==> src/design/kms_map.vh <==
// register map, field positions, reset values and timing counts of the keypad scanner
`ifndef KMS_MAP_VH
`define KMS_MAP_VH
// ======================================================================
// register indices (byte address is four times the index)
`define KMS_IDX_COL        8'hd1
`define KMS_IDX_ROW        8'hd2
`define KMS_IDX_SCAN       8'hd3
`define KMS_IDX_CTRL       8'hd4
`define KMS_IDX_ORDER_LO   8'hd5
`define KMS_IDX_ORDER_HI   8'hd6
`define KMS_IDX_SIZE       8'hd7
// ======================================================================
// reset values
`define KMS_RST_COL        5'h1f
`define KMS_RST_ROW        6'h3f
`define KMS_RST_SCAN       8'h00
`define KMS_RST_ORDER_LO   8'h10
`define KMS_RST_ORDER_HI   8'h32
`define KMS_RST_SIZE       8'h56
// ======================================================================
// field positions
`define KMS_SCAN_DB_HI     7
`define KMS_SCAN_DB_LO     2
`define KMS_SCAN_SC_HI     1
`define KMS_SCAN_SC_LO     0
`define KMS_CTRL_TICK      3
`define KMS_CTRL_HWEN      2
`define KMS_CTRL_DET       1
// ======================================================================
// timing
`define KMS_CLK_HZ         50000000
`define KMS_TICK_HZ        1000
`define KMS_TICK_CYC       (`KMS_CLK_HZ / `KMS_TICK_HZ)
`define KMS_DB_STEP_MS     4
`define KMS_DB_ZERO_MS     256
`endif

==> src/design/kms_keypad_scanner.v <==
// matrix keypad scanner with debounce, column ordering and apb registers
//
// Implementation choice: the APB register port.
`timescale 1ns/1ps
`default_nettype none
`include "kms_map.vh"

// ======================================================================
// What this block does
// - five low column drives, six row senses
// - automatic scanning off until enable set
// - timing from 1 kHz tick, gated enable
// - idle: all columns low, await row low
// - debounce press; false press returns idle
// - debounce 4 to 256 ms, 4 ms steps
// - one column low, rows checked per interval
// - scan every configured column, fixed interval
// - column order from order registers; rows fixed
// - exactly one closed switch is valid
// - valid key stores patterns, raises interrupt
// - patterns change only on valid key
// - scanning never waits for firmware
// - await release, debounce, then idle
// - disabled: columns follow column register
// - column register bit-maps column pins
// - row register bit-maps row pins
// - keypad size limits rows and columns
// - debounce value times 4, zero 256
// - detect flag clears on read
// - bypass row fall sets flag, tick-free
module kms_keypad_scanner #(
	parameter TICK_CYC = `KMS_TICK_CYC
) (
	input  wire        CORE_CLK_IN,
	input  wire        RST_IN,
	input  wire        TICK_ENABLE_IN,
	input  wire [5:0]  ROW_IN,
	output reg  [4:0]  COL_N_OUT,
	output wire        KEY_IRQ_OUT,
	input  wire        PSEL_IN,
	input  wire        PENABLE_IN,
	input  wire        PWRITE_IN,
	input  wire [11:0] PADDR_IN,
	input  wire [31:0] PWDATA_IN,
	output reg  [31:0] PRDATA_OUT,
	output wire        PREADY_OUT,
	output wire        PSLVERR_OUT
);

	// ==================================================================
	// state codes
	localparam [5:0] S_OFF    = 6'h01;
	localparam [5:0] S_IDLE   = 6'h02;
	localparam [5:0] S_DBPRS  = 6'h04;
	localparam [5:0] S_SCAN   = 6'h08;
	localparam [5:0] S_WREL   = 6'h10;
	localparam [5:0] S_DBREL  = 6'h20;

	// ==================================================================
	// word indices of the mapped registers
	localparam [9:0] W_COL    = {2'b00, `KMS_IDX_COL};
	localparam [9:0] W_ROW    = {2'b00, `KMS_IDX_ROW};
	localparam [9:0] W_SCAN   = {2'b00, `KMS_IDX_SCAN};
	localparam [9:0] W_CTRL   = {2'b00, `KMS_IDX_CTRL};
	localparam [9:0] W_ORD_LO = {2'b00, `KMS_IDX_ORDER_LO};
	localparam [9:0] W_ORD_HI = {2'b00, `KMS_IDX_ORDER_HI};
	localparam [9:0] W_SIZE   = {2'b00, `KMS_IDX_SIZE};

	// ==================================================================
	// declarations
	reg  [4:0]  col_ff;
	reg  [5:0]  row_ff;
	reg  [7:0]  scan_ff;
	reg  [7:0]  ord_lo_ff;
	reg  [7:0]  ord_hi_ff;
	reg  [7:0]  size_ff;
	reg         hwen_ff;
	reg         det_ff;
	reg  [5:0]  row_s1_ff;
	reg  [5:0]  row_s2_ff;
	reg  [5:0]  row_s3_ff;
	reg  [5:0]  row_cl_ff;
	reg         tick_s1_ff;
	reg         tick_s2_ff;
	reg         tick_s3_ff;
	reg         tick_en_ff;
	reg  [15:0] div_ff;
	reg         tick_ff;
	reg  [5:0]  state_ff;
	reg  [8:0]  tcnt_ff;
	reg  [2:0]  cidx_ff;
	reg  [2:0]  ridx_ff;
	reg  [1:0]  hits_ff;
	reg  [4:0]  hcol_ff;
	reg  [5:0]  hrow_ff;
	reg         allhigh_ff;
	wire        apb_wr;
	wire        apb_rd;
	wire [9:0]  widx;
	wire        hit_map;
	wire [5:0]  row_mask;
	wire        any_low;
	wire [2:0]  ncols;
	wire [2:0]  nrows;
	wire [2:0]  cur_col;
	wire        set_det;
	wire        ctrl_rd;

	// ==================================================================
	// functions
	function [8:0] db_ticks;
		input [5:0] v;
		begin
			db_ticks = (v == 6'h00) ? 9'd256 : {1'b0, v, 2'b00};
		end
	endfunction

	function [2:0] order_at;
		input [2:0] i;
		input [15:0] o;
		begin
			case (i)
				3'd0:    order_at = o[2:0];
				3'd1:    order_at = o[6:4];
				3'd2:    order_at = o[10:8];
				3'd3:    order_at = o[14:12];
				default: order_at = o[14:12] + 3'd1;
			endcase
		end
	endfunction

	function [2:0] clamp;
		input [2:0] v;
		input [2:0] mx;
		begin
			clamp = (v == 3'd0 || v > mx) ? mx : v;
		end
	endfunction

	function [4:0] col_drive;
		input [2:0] c;
		begin
			col_drive = ~(5'h01 << c);
		end
	endfunction

	function [5:0] row_drive;
		input [2:0] r;
		begin
			row_drive = ~(6'h01 << r);
		end
	endfunction

	function [8:0] scan_ticks;
		input [1:0] s;
		begin
			scan_ticks = {7'd0, s} + 9'd1;
		end
	endfunction

	// ==================================================================
	// apb slave: zero wait states, unmapped reads zero, error on unmapped
	assign widx        = PADDR_IN[11:2];
	assign hit_map     = (widx >= W_COL) && (widx <= W_SIZE);
	assign PREADY_OUT  = 1'b1;
	assign PSLVERR_OUT = PSEL_IN & PENABLE_IN & ~hit_map;
	assign apb_wr      = PSEL_IN & PENABLE_IN & PWRITE_IN & hit_map;
	assign apb_rd      = PSEL_IN & PENABLE_IN & ~PWRITE_IN & hit_map;
	assign ctrl_rd     = apb_rd & (widx == W_CTRL);
	assign KEY_IRQ_OUT = det_ff;

	// read data is combinational, which is what keeps the bus free of wait states
	always @* begin
		PRDATA_OUT = 32'h0000_0000;
		if (PSEL_IN & ~PWRITE_IN) begin
			case (widx)
				W_COL:    PRDATA_OUT = {27'h0, col_ff};
				W_ROW:    PRDATA_OUT = {26'h0, row_ff};
				W_SCAN:   PRDATA_OUT = {24'h0, scan_ff};
				W_CTRL:   PRDATA_OUT = {28'h0, tick_en_ff, hwen_ff, det_ff, 1'b0};
				W_ORD_LO: PRDATA_OUT = {24'h0, ord_lo_ff};
				W_ORD_HI: PRDATA_OUT = {24'h0, ord_hi_ff};
				W_SIZE:   PRDATA_OUT = {24'h0, size_ff};
				default:                    PRDATA_OUT = 32'h0000_0000;
			endcase
		end
	end

	// ==================================================================
	// input synchronisers: change counts once stages two and three agree
	// only the second stage reads the first, so a metastable value stays contained
	always @(posedge CORE_CLK_IN or posedge RST_IN) begin
		if (RST_IN) begin
			row_s1_ff  <= 6'h3f;
			row_s2_ff  <= 6'h3f;
			row_s3_ff  <= 6'h3f;
			row_cl_ff  <= 6'h3f;
			tick_s1_ff <= 1'b0;
			tick_s2_ff <= 1'b0;
			tick_s3_ff <= 1'b0;
			tick_en_ff <= 1'b0;
		end else begin
			row_s1_ff  <= ROW_IN;
			row_s2_ff  <= row_s1_ff;
			row_s3_ff  <= row_s2_ff;
			row_cl_ff  <= (row_s2_ff & row_s3_ff) | (row_cl_ff & (row_s2_ff | row_s3_ff));
			tick_s1_ff <= TICK_ENABLE_IN;
			tick_s2_ff <= tick_s1_ff;
			tick_s3_ff <= tick_s2_ff;
			if (tick_s2_ff == tick_s3_ff)
				tick_en_ff <= tick_s2_ff;
		end
	end

	// ==================================================================
	// 1 kHz tick divider; held while the enable is low so counts freeze
	always @(posedge CORE_CLK_IN or posedge RST_IN) begin
		if (RST_IN) begin
			div_ff  <= 16'h0000;
			tick_ff <= 1'b0;
		end else begin
			tick_ff <= 1'b0;
			if (tick_en_ff) begin
				if (div_ff == TICK_CYC[15:0] - 16'h0001) begin
					div_ff  <= 16'h0000;
					tick_ff <= 1'b1;
				end else begin
					div_ff <= div_ff + 16'h0001;
				end
			end
		end
	end

	// ==================================================================
	// keypad geometry; size low nibble = columns, high nibble = rows
	assign ncols    = clamp(size_ff[2:0], 3'd5);
	assign nrows    = clamp(size_ff[6:4], 3'd6);
	assign row_mask = ~(6'h3f << nrows);
	assign any_low  = |(~row_cl_ff & row_mask);
	// the fifth column is implied as the fourth entry plus one
	assign cur_col  = order_at(cidx_ff, {ord_hi_ff, ord_lo_ff});

	// bypass detect: row falls after all rows were high, no tick needed
	assign set_det = (state_ff == S_OFF) && allhigh_ff && (row_cl_ff != 6'h3f);

	// ==================================================================
	// registers and scan engine
	always @(posedge CORE_CLK_IN or posedge RST_IN) begin
		if (RST_IN) begin
			col_ff     <= `KMS_RST_COL;
			row_ff     <= `KMS_RST_ROW;
			scan_ff    <= `KMS_RST_SCAN;
			ord_lo_ff  <= `KMS_RST_ORDER_LO;
			ord_hi_ff  <= `KMS_RST_ORDER_HI;
			size_ff    <= `KMS_RST_SIZE;
			hwen_ff    <= 1'b0;
			det_ff     <= 1'b0;
			state_ff   <= S_OFF;
			tcnt_ff    <= 9'd0;
			cidx_ff    <= 3'd0;
			ridx_ff    <= 3'd0;
			hits_ff    <= 2'd0;
			hcol_ff    <= 5'h1f;
			hrow_ff    <= 6'h3f;
			allhigh_ff <= 1'b1;
			COL_N_OUT  <= `KMS_RST_COL;
		end else begin
			allhigh_ff <= (row_cl_ff == 6'h3f);
			// read clears the flag, but a same-cycle set wins
			if (ctrl_rd)
				det_ff <= 1'b0;
			if (apb_wr) begin
				case (widx)
					W_COL:    col_ff    <= PWDATA_IN[4:0];
					W_SCAN:   scan_ff   <= PWDATA_IN[7:0];
					W_CTRL:   hwen_ff   <= PWDATA_IN[`KMS_CTRL_HWEN];
					W_ORD_LO: ord_lo_ff <= PWDATA_IN[7:0];
					W_ORD_HI: ord_hi_ff <= PWDATA_IN[7:0];
					W_SIZE:   size_ff   <= PWDATA_IN[7:0];
					default:                    size_ff   <= size_ff;
				endcase
			end
			if (state_ff == S_OFF)
				row_ff <= row_cl_ff;
			if (set_det)
				det_ff <= 1'b1;
			if (tick_ff && tcnt_ff != 9'd0)
				tcnt_ff <= tcnt_ff - 9'd1;

			case (state_ff)
				S_OFF: begin
					COL_N_OUT <= col_ff;
					if (hwen_ff)
						state_ff <= S_IDLE;
				end
				S_IDLE: begin
					COL_N_OUT <= 5'h00;
					if (any_low) begin
						tcnt_ff  <= db_ticks(scan_ff[`KMS_SCAN_DB_HI:`KMS_SCAN_DB_LO]);
						state_ff <= S_DBPRS;
					end
				end
				S_DBPRS: begin
					if (tcnt_ff == 9'd0) begin
						if (any_low) begin
							cidx_ff  <= 3'd0;
							ridx_ff  <= 3'd0;
							hits_ff  <= 2'd0;
							tcnt_ff  <= scan_ticks(scan_ff[`KMS_SCAN_SC_HI:`KMS_SCAN_SC_LO]);
							state_ff <= S_SCAN;
						end else begin
							state_ff <= S_IDLE;
						end
					end
				end
				S_SCAN: begin
					COL_N_OUT <= col_drive(cur_col);
					// each row check waits one scan interval, whatever the order
					if (tcnt_ff == 9'd0) begin
						tcnt_ff <= scan_ticks(scan_ff[`KMS_SCAN_SC_HI:`KMS_SCAN_SC_LO]);
						if (~row_cl_ff[ridx_ff]) begin
							if (hits_ff != 2'd2)
								hits_ff <= hits_ff + 2'd1;
							hcol_ff <= col_drive(cur_col);
							hrow_ff <= row_drive(ridx_ff);
						end
						if (ridx_ff == nrows - 3'd1) begin
							ridx_ff <= 3'd0;
							if (cidx_ff == ncols - 3'd1) begin
								state_ff <= S_WREL;
								// hits_ff lags one check, so the final check is folded in here
								if (hits_ff == 2'd0 && ~row_cl_ff[ridx_ff]) begin
									col_ff <= col_drive(cur_col);
									row_ff <= row_drive(ridx_ff);
									det_ff <= 1'b1;
								end else if (hits_ff == 2'd1 && row_cl_ff[ridx_ff]) begin
									col_ff <= hcol_ff;
									row_ff <= hrow_ff;
									det_ff <= 1'b1;
								end
							end else begin
								cidx_ff <= cidx_ff + 3'd1;
							end
						end else begin
							ridx_ff <= ridx_ff + 3'd1;
						end
					end
				end
				S_WREL: begin
					COL_N_OUT <= 5'h00;
					if (~any_low) begin
						tcnt_ff  <= db_ticks(scan_ff[`KMS_SCAN_DB_HI:`KMS_SCAN_DB_LO]);
						state_ff <= S_DBREL;
					end
				end
				S_DBREL: begin
					// a bounce back to low restarts the release debounce
					if (any_low)
						tcnt_ff <= db_ticks(scan_ff[`KMS_SCAN_DB_HI:`KMS_SCAN_DB_LO]);
					else if (tcnt_ff == 9'd0)
						state_ff <= S_IDLE;
				end
				default: state_ff <= S_OFF;
			endcase
			// clearing the enable overrides any move; pins then show the column register
			if (!hwen_ff && state_ff != S_OFF)
				state_ff <= S_OFF;
		end
	end

endmodule
`default_nettype wire

==> config.mk <==
export PLATFORM = sky130hd
export DESIGN_NAME = kms_keypad_scanner
export DESIGN_NICKNAME = d
export VERILOG_FILES = /design/src/design/kms_keypad_scanner.v
export VERILOG_INCLUDE_DIRS = /design/src /design/src/design
export SDC_FILE = /design/constraint.sdc
export NUM_CORES = 1
export LEC_CHECK = 0
export BUFFER_PORTS_ARGS = -buffer_cell sky130_fd_sc_hd__buf_2
export CAP_MARGIN = 20
export CORE_MARGIN = 4
export CORE_UTILIZATION = 35
export CTS_BUF_LIST = sky130_fd_sc_hd__clkbuf_4 sky130_fd_sc_hd__clkbuf_8
export DETAILED_ROUTE_END_ITERATION = 10
export GPL_TIMING_DRIVEN = 0
export PLACE_DENSITY = 0.64
export SYNTH_ARGS = -nofsm -noshare
export SYNTH_HDL_FRONTEND = slang
export SYNTH_SLANG_ARGS = --single-unit
==> constraint.sdc <==
create_clock -name CORE_CLK_IN -period 4.31 [get_ports CORE_CLK_IN]
set_clock_uncertainty 0.1 [all_clocks]
set_input_delay 0.2155 -clock CORE_CLK_IN [delete_from_list [all_inputs] [get_ports CORE_CLK_IN]]
set_output_delay 0.2155 -clock CORE_CLK_IN [all_outputs]
set_load 0.01 [all_outputs]
==> metrics, run 1 <==
crit share post-route=~66%; Post-Route WL=16900 um; clock buffer count from CTS=17; Num Clock Sinks=130; 1st-iter DRT viols=387; fraction of layout cells with a size suffix above 1=roughly 29%; Tmin final=2.86 ns; Critical Path Start=tcnt_ff[6]; Crit path max-delay family=simple AND/OR/NAND/NOR gates; Syn Std Cell Area=around 7100 um2; CTS tree=yes; DRC errors left=0; Power Density=327 nW/um2; initial antenna violation count=0; post-CTS setup buffers=0; count leader, synth=dfrtp_1; Syn Inst Count=around 680; largest cells by area after synthesis=dfrtp_1, dfstp_2, mux2_2, mux2i_1, ha_1; die span in y=around 150 um; r2r endpoint=cidx_ff[2]; Synth area leader=dfrtp_1; syn_area_per_cell=around 10 um2; hold_buf cts=12; gp weighted congestion=0.842; R2R depth=5; P_int=between 2 and 2.5 mW; DR WL/cell=16.1 um; Setup crit end=cidx_ff[2]; cell area after layout=between 8000 and 9000 um2; synth warn=0; CP required=4.51 ns; asr flop ratio synth=100%; DRT Pass-1 Iters=5; sequential share of power=49.2%; DR vias=approximately 5400; vias in the first global route=between 5000 and 6000; Seq/Total Area, Yosys=a little under half; Die X=between 150 and 200 um; Crit-path slowest cell=nor4_1; Area after DPL=7730 um2; main flop type after synthesis=dfrtp_1; r2r setup slk=1.45 ns; Synth top cells by count=dfrtp_1, dfstp_2, nand2_1; CP Launch Type=flip-flop; fmax=about 350 MHz; critical path cell sequence=or4_4 -> nor4_1 -> o211ai_1 -> nor3b_1 -> o22ai_1; post-DP HPWL=between 10000 and 15000 um; Static Leak=about 3.5 nW; Clock Power Share=a little over two fifths; Via density=between 5 and 6; pin count of the biggest net entering global routing=90; Worst Max-Slew Pin Slew=~1.0 ns; Starting Density=between 30% and 40%; Max Cap Viol=0; Switch Pwr=between 0.6 and 0.7 mW; Logic pwr share=under 10%; worst r2r src=tcnt_ff[6]; Max Buffers Root-to-Sink=2; worst-skew pair later-pin latency=approximately 0.44 ns; flops & latches, synth=130; Critical Path AT=between 3 and 4 ns; number of flops mapped to enable cells by yosys=0; final hold vios=0; WP buf/inv=0; Sw Ratio=a little under a quarter; Post-layout nets=~850; Layout Area Growth over Synthesis=17.7%; Ant. Diodes=0; H-tree levels=4; slowest stage delay, CP=between 0.5 and 0.6 ns; worst-path maximum fanout=5; first-pass GRT wire length=around 27000 um; Slew HR=between 30% and 40%; clock root buffer=clkbuf_8; Row Count=just over 50; clock-pin slew on the worst setup and hold paths=roughly 0.08 ns; GR Overflow Total=0; CP Depth=5; Detail Route Antenna Nets=0; VDD IR max=roughly 210 uV; post-synth top area share=24.5%; Hold Crit Class=in -> reg; outcome=finished clean; RSZ-0062 raised after global routing=false; I/O pin total=between 90 and 100; Max Slew Vio Count=0; Tot GR Track Use=15.5%; Yosys cell types=69; CORE AREA=a little under 20000 um2; Resized cells post-CTS=0; Final setup viols=0; port bufs=43; die area=about 23000 um2; WS Path Type=reg -> reg; TNS Setup=0 ns; crit path capture type=flip-flop
[area by class of cell]
class	instances	area, um2
plain buffers	52	310
clock buffers	24	312
clock inverters	8	150
fillers	1942	11300
inverters	28	110
multi-input cells	489	3400
flip-flops and latches	130	3330
well taps	265	332
repair buffers	56	363
[kinds of logic after synthesis]
family | after synthesis | synth area share, %
AOI/OAI and AO/OA | 133 | 12.4
muxes | 77 | 12.1
DFF | 130 | 47.1
xor gates and xnor gates | 27 | 3.35
buffers and inverters | 80 | 5.88
other | 2 | 0.106
and+or+nand+nor | 202 | 14.8
adders and majority gates | 25 | 4.18
[metal layers]
layer | vias to the layer above | GRT usage (%) | wire length (um)
li1 | 2596 | - | -
met2 | 138 | 24.2 | 7980
met3 | 22 | 3.88 | 831
met5 | - | 0 | 0
met1 | 2612 | 21.3 | 7850
met4 | 0 | 4.30 | 286
[flip-flops by register name, indices dropped and copies added, names as in the netlist, 8 cells and up]
signal	flops
size_ff	8
ord_lo_ff	8
scan_ff	8
ord_hi_ff	8
div_ff	16
tcnt_ff	9
[power by group through the flow]
stage	Clock [mW]	Combinational, mW	Sequential (mW)
floorplan	0	0.145	1.34
global placement	0	0.191	1.36
detailed placement	0	0.197	1.36
CTS	1.21	0.207	1.34
global route	1.27	0.229	1.35
finish	1.18	0.206	1.34
[worst min path at each step]
stage	cells past startpoint	endpoint	slack, ns	start
CTS	2	ord_hi_ff[3]	0.004	PWDATA_IN[3]
global route	2	ord_hi_ff[6]	0.02	PWDATA_IN[6]
detailed placement	2	tick_s1_ff	0.15	RST_IN
global placement	1	row_s1_ff[4]	0.22	ROW_IN[4]
finish	2	scan_ff[6]	0.03	PWDATA_IN[6]
floorplan	0	row_s1_ff[0]	0.12	ROW_IN[0]
[stage by stage]
stage / std cells / total power [mW] / utilization [%] / setup slack [ns] / hold WS (ns)
4_1_cts: 1052 / 2.75 / 42.3 / 1.45 / 0.00367
5_1_grt: 1052 / 2.84 / 42.3 / 1.25 / 0.0165
2_1_floorplan: 699 / 1.48 / - / 0.626 / 0.120
3_5_place_dp: 1008 / 1.56 / 39.3 / 1.48 / 0.148
3_3_place_gp: 1007 / 1.55 / 39.2 / -0.908 / 0.222
6_report: 1052 / 2.72 / 42.3 / 1.45 / 0.0298
[placed cells by master (no fill, tap or decap), types with 4 or more instances in the layout]
| master | count |
|---|---|
| nor3b_1 | 5 |
| o21ai_0 | 32 |
| clkbuf_8 | 21 |
| maj3_1 | 7 |
| nor4_1 | 13 |
| mux2_4 | 4 |
| or3_1 | 7 |
| nor3_2 | 4 |
| buf_4 | 25 |
| xnor2_1 | 13 |
| a222oi_1 | 4 |
| a21o_1 | 4 |
| dfrtp_1 | 69 |
| nand2b_1 | 9 |
| dlygate4sd3_1 | 12 |
| nand3_1 | 16 |
| o22ai_1 | 17 |
| nand2_1 | 59 |
| o31ai_1 | 6 |
| buf_2 | 44 |
| a21oi_1 | 26 |
| a22oi_1 | 18 |
| conb_1 | 25 |
| ha_1 | 18 |
| xor2_1 | 14 |
| mux2_2 | 42 |
| inv_1 | 27 |
| and3_1 | 5 |
| nor2_1 | 40 |
| nand3b_1 | 8 |
| nor4b_1 | 4 |
| clkbuf_1 | 22 |
| dfstp_2 | 61 |
| o211ai_1 | 5 |
| nor3_1 | 14 |
| mux2i_1 | 30 |
| bufinv_16 | 4 |
Power figures use the tool's default switching activity.
==> run 2: changes to the inputs <==
==> constraint.sdc (replaced) <==
create_clock -name CORE_CLK_IN -period 2.8 [get_ports CORE_CLK_IN]
set_clock_uncertainty 0.1 [all_clocks]
set_input_delay 0.14 -clock CORE_CLK_IN [delete_from_list [all_inputs] [get_ports CORE_CLK_IN]]
set_output_delay 0.14 -clock CORE_CLK_IN [all_outputs]
set_load 0.01 [all_outputs]
==> run 2 against run 1 <==
Effect of this change:
- die area unchanged
- hold slack better by 0.015 ns
- core utilization is 0.82 points higher
- worst setup slack got worse by 1.4 ns
- critical path depth is 2 higher
- wire length rose by 2.0%
- clock power grew 58%
- critical path type unchanged
==> metrics, run 2 (synthesis gave the netlist of run 1 again) <==
CTS tree=yes; Row Count=51 (unchanged); fmax=367 MHz (+5.0%); WP buf/inv=2 (+2); max reg flops=16 (unchanged); gp weighted congestion=0.865 (+2.7%); fraction of layout cells with a size suffix above 1=30.0% (+1.4 points); vias in the first global route=5114 (-0.62%); CP Launch Type=flip-flop; met2 Resource Use GR=24.3% (about the same); pin count of the biggest net entering global routing=42 (-53%); GR Util met3=2.48% (-1.4 points); die span in y=150 um (unchanged); leading cell type in the layout, fill and taps excluded=dfrtp_1; worst-skew pair later-pin latency=0.45 ns (about the same); Post-Route WL=17300 um (+2.0%); Final setup viols=0 (unchanged); Filler Cells Inserted=1947 (+0.26%); Slew HR=32.5% (-0.037 points); Layout Cells excl Fill=1063 (+1.0%); Worst Max-Slew Pin Slew=1.00 ns (+0.000555 ns); area taken by multi-input logic gates=3440 um2 (+1.1%); outcome=finished clean; slowest stage delay, CP=0.57 ns (about the same); port bufs=43 (unchanged); Max Cap Viol=0 (unchanged); met1 Usage GRT=22.7% (+1.3 points); Crit-path slowest cell=or4_4; die area=22500 um2 (unchanged); WS Path Type=reg -> reg; Max Buffers Root-to-Sink=2 (unchanged); crit share post-route=97.4% (+31 points); Worst Setup Slack, final=0.0741 ns (-1.37 ns); post-DP HPWL=12600 um (+1.6%); Detail Route Antenna Nets=0 (unchanged); DR WL/cell=16.3 um (+0.96%); DRT Pass-1 Iters=5 (unchanged); Top reg by flops=div_ff; critical path cell sequence=or4_4 -> or4_1 -> buf_2 -> a2111o_1 -> nor2_4 -> buf_6 -> o22ai_1; Tot GR Track Use=15.8% (+0.28 points); Static Leak=3.60 nW (+1.8%); VDD IR max=297 uV (+40%); Seq. cell area=3330 um2 (unchanged); I/O pin total=96 (unchanged); clock root buffer=clkbuf_8; Max Slew Vio Count=0 (unchanged); busiest layer in global routing=met2; Crit path max-delay family=simple AND/OR/NAND/NOR gates; Via density=5.07 (-0.61%); post-placement cell count=1010 (+0.20%); crit path capture type=flip-flop; worst-path maximum fanout=10 (+5); DR vias=5391 (+0.43%); leading registers by flop count=div_ff: 16 flops, tcnt_ff: 9 flops; final hold vios=0 (unchanged); DRC errors left=0 (unchanged); Num Clock Sinks=130 (unchanged); CORE AREA=19700 um2 (unchanged); clock buffer count from CTS=17 (unchanged); first-pass GRT wire length=27700 um (+1.5%); initial antenna violation count=0 (unchanged); GR Overflow Total=0 (unchanged); Layout Area Growth over Synthesis=20.0%; Starting Density=35.9% (unchanged); Post-layout nets=858 (+1.2%); Critical Path AT=2.98 ns (-0.08 ns); Hold Crit Class=in -> reg; Tmin final=2.73 ns (-0.136 ns); clock-pin slew on the worst setup and hold paths=0.07 ns (about the same); post-place setup slack=0.0254 ns (-1.45 ns); most frequent cells in the layout=dfrtp_1, dfstp_2, nand2_1, buf_2, mux2_2; Die X=150 um (unchanged); H-tree levels=4 (unchanged); CP required=3.06 ns (-1.45 ns); Power Density=502 nW/um2 (+53%); 1st-iter DRT viols=365 (-5.7%)
==> run 2: cell count changes in the layout (fill, tap and decap cells not counted), moves of 2 or more <==
| cell | before | now |
|---|---|---|
| clkbuf_2 | 1 | 3 |
| buf_12 | 0 | 3 |
| clkbuf_8 | 21 | 18 |
| clkbuf_1 | 22 | 17 |
| buf_4 | 25 | 30 |
| clkinvlp_4 | 1 | 4 |
| clkinv_4 | 2 | 0 |
| dlygate4sd3_1 | 12 | 17 |
==> run 2: area by class of cell <==
type	count	share of cell area, %
Antenna cell	1	0.0295
Buffer	50	3.69
Clock buffer	22	3.28
Clock inverter	10	2.16
Inverter	28	1.29
Multi-Input combinational cell	489	40.6
Sequential cell	130	39.3
Tap cell	265	3.91
Timing Repair Buffer	68	5.70
==> run 2: what timing repair did <==
| action | CTS | global route |
|---|---|---|
| buffers inserted | 0 | 5 |
| gates resized for setup | 1 | 14 |
| endpoints found under the hold margin | 70 | 0 |
| pin swaps | 0 | 4 |
| hold buffers | 17 | 0 |
| setup endpoints to repair | 2 | 31 |
==> run 2: per-layer routing <==
metal	up-vias	part of all wire, %
met1	2629	47
li1	2610	-
met4	0	1.6
met5	-	0
met3	20	4.3
met2	132	47
==> run 2: per-stage QoR <==
stage	hold slack [ns]	power [mW]	TNS [ns]	instance area [um2]	util (%)
after floorplan	0.0445	2.29	0	7150	-
after global placement	0.147	2.39	0	7700	39.2
after detailed placement	0.120	2.41	0	7760	39.5
after CTS	0.0325	4.30	0	8390	42.7
after global routing	0.112	4.44	-0.0217	8470	43.1
final	0.0444	4.25	0	8470	43.1
==> run 2: final timing paths <==
check,end,cells past startpoint,start,slack [ns]
worst max-delay path,col_ff[3],7,tcnt_ff[6],0.07
worst max register to register,col_ff[3],7,tcnt_ff[6],0.07
min in group asynchronous,div_ff[1],3,RST_IN,0.18
worst min register to register,row_s2_ff[5],0,row_s1_ff[5],0.26
max in group asynchronous,size_ff[4],5,RST_IN,1.49
worst min-delay path,KEY_IRQ_OUT,5,PADDR_IN[7],0.04
==> run 2: report_power, final <==
group / switching (mW) / internal [mW]
Clock: 0.738 / 1.12
Combinational: 0.182 / 0.152
Sequential: 0.0813 / 1.98
==> run 2: tightest hold or removal path, delay by kind of cell <==
family / cells / cell delay (ns)
AND/OR/NAND/NOR: 1 / 0.08
AO/OA/AOI/OAI: 3 / 0.24
buffers and inverters: 1 / 0.09
==> run 3: changes to the inputs <==
--- a/config.mk
+++ b/config.mk
@@ -14,6 +14,7 @@
 export DETAILED_ROUTE_END_ITERATION = 10
 export GPL_TIMING_DRIVEN = 0
 export PLACE_DENSITY = 0.64
+export RECOVER_POWER = 100
 export SYNTH_ARGS = -nofsm -noshare
 export SYNTH_HDL_FRONTEND = slang
 export SYNTH_SLANG_ARGS = --single-unit
==> run 3 against run 2 <==
Effect of this change:
- die area unchanged
- register-to-register slack hardly changed
- sequential power about the same
- critical path type unchanged
==> metrics, run 3 (synthesis gave the netlist of run 1 again) <==
Max Buffers Root-to-Sink=2 (unchanged); clock buffer count from CTS=17 (unchanged); Crit-path slowest cell=or4_4; Hold Crit Class=in -> reg; final hold vios=0 (unchanged); met2 routed wirelength=8130 um (+0.76%); fmax=367 MHz (about the same); TNS Setup=0 ns (unchanged); fraction of layout cells with a size suffix above 1=25.8% (-4.1 points); Power Density=504 nW/um2 (+0.43%); most frequent cells in the layout=dfrtp_1, nand2_1, dfstp_2, nor2_1, mux2_2; Final setup viols=0 (unchanged); Layout Area Growth over Synthesis=18.8%; Filler Cells Inserted=1963 (+0.82%); pin count of the biggest net entering global routing=42 (unchanged); slowest stage delay, CP=0.57 ns (about the same); CORE AREA=19700 um2 (unchanged); Post-Route WL=17300 um (-0.12%); outcome=finished clean; H-tree levels=4 (unchanged); crit path capture type=flip-flop; crit share post-route=97.3% (about the same); Row Count=51 (unchanged); gp weighted congestion=0.865 (unchanged); Ant. Diodes=0 (-1); leading registers by flop count=div_ff: 16 flops, tcnt_ff: 9 flops; I/O pin total=96 (unchanged); VDD IR max=298 uV (+0.25%); die area=22500 um2 (unchanged); worst-skew pair later-pin latency=0.45 ns (about the same); port bufs=43 (unchanged); Worst Max-Slew Pin Slew=1.38 ns (+0.373 ns); met3 routed WL=645 um (-14%); worst-path maximum fanout=10 (unchanged); cell area after layout=8390 um2 (-0.93%); Critical Path AT=3.00 ns (+0.02 ns); max reg flops=16 (unchanged); DR WL/cell=16.3 um (about the same); Seq. cell area=3330 um2 (unchanged); Post-layout nets=858 (unchanged); Starting Density=35.9% (unchanged); area taken by multi-input logic gates=3430 um2 (-0.44%); CP Launch Type=flip-flop; CTS tree=yes; Top reg by flops=div_ff; clock root buffer=clkbuf_8; Layout Utilization=42.7% (-0.40 points); 1st-iter DRT viols=358 (-1.9%); DRT Pass-1 Iters=5 (unchanged); Die X=150 um (unchanged); Max Cap Viol=0 (unchanged); Max Slew Vio Count=0 (unchanged); vias in the first global route=5114 (unchanged); Static Leak=3.54 nW (-1.8%); DRC errors left=0 (unchanged); CP required=3.08 ns (+0.02 ns); WL met1=8260 um (+0.76%); critical path cell sequence=or4_4 -> or4_1 -> buf_2 -> a2111o_1 -> nor2_4 -> buf_6 -> nand3b_1; Tot GR Track Use=15.8% (unchanged); Num Clock Sinks=130 (unchanged); Layout Cells excl Fill=1062 (-0.094%); Area after DPL=7760 um2 (unchanged); GR Overflow Total=0 (unchanged); Slew HR=8.19% (-24 points); Via density=5.08 (+0.26%); initial antenna violation count=0 (unchanged); Detail Route Antenna Nets=0 (unchanged); WS Path Type=reg -> reg; post-place setup slack=0.0254 ns (unchanged); DR top layer=met4; total power draw=4.23 mW (-0.50%); post-placement cell count=1010 (unchanged); Worst Setup Slack, final=0.0764 ns (+0.00229 ns); post-DP HPWL=12600 um (unchanged); DR vias=5400 (+0.17%); Tmin final=2.72 ns (-0.00229 ns); Min Hold Slack=0.0504 ns (+0.00600 ns); die span in y=150 um (unchanged); clock-pin slew on the worst setup and hold paths=0.07 ns (about the same); first-pass GRT wire length=27700 um (unchanged); leading cell type in the layout, fill and taps excluded=dfrtp_1
[run 3: final timing paths]
path	startpoint	endpoint	slack, ns	depth (start not counted)
worst max-delay path	tcnt_ff[6]	KEY_IRQ_OUT	0.08	7
worst min-delay path	PADDR_IN[7]	KEY_IRQ_OUT	0.05	5
worst max register to register	tcnt_ff[6]	KEY_IRQ_OUT	0.08	7
worst min register to register	row_s1_ff[5]	row_s2_ff[5]	0.26	0
max in group asynchronous	RST_IN	size_ff[1]	0.50	5
min in group asynchronous	RST_IN	div_ff[1]	0.30	3
[run 3: metal layers]
layer	global-route usage, %	up-vias
li1	-	2612
met1	22.7	2652
met2	24.3	119
met3	2.48	17
met4	5.17	0
met5	0	-
[run 3: layout make-up]
class	count	share of cell area (%)
buffer	50	3.73
clock buffer	22	3.31
clock inverter	10	2.18
inverter	28	1.27
multi-input combinational	489	40.8
sequential	130	39.7
tap	265	3.95
timing repair buffer	68	5.05
[run 3: what timing repair did]
action                     in CTS  in global routing
hold endpoints to repair       70                  0
setup endpoints to repair       2                 31
pin swaps                       0                  4
hold buffers                   17                  0
setup buffers                   0                  5
gates resized for setup         1                 14
[run 3: worst max-delay path: cells and delay by family, from the launching register on]
kind	cells	cell delay, ns
flip-flops	1	0.40
buffers and inverters	2	0.35
AO/OA/AOI/OAI	1	0.48
AND/OR/NAND/NOR	4	1.34
[run 3: power by group]
group,total (mW),switching (mW),internal (mW)
combinational,0.324,0.180,0.145
sequential,2.06,0.0808,1.98
clock,1.85,0.731,1.12
total,4.23,0.992,3.24
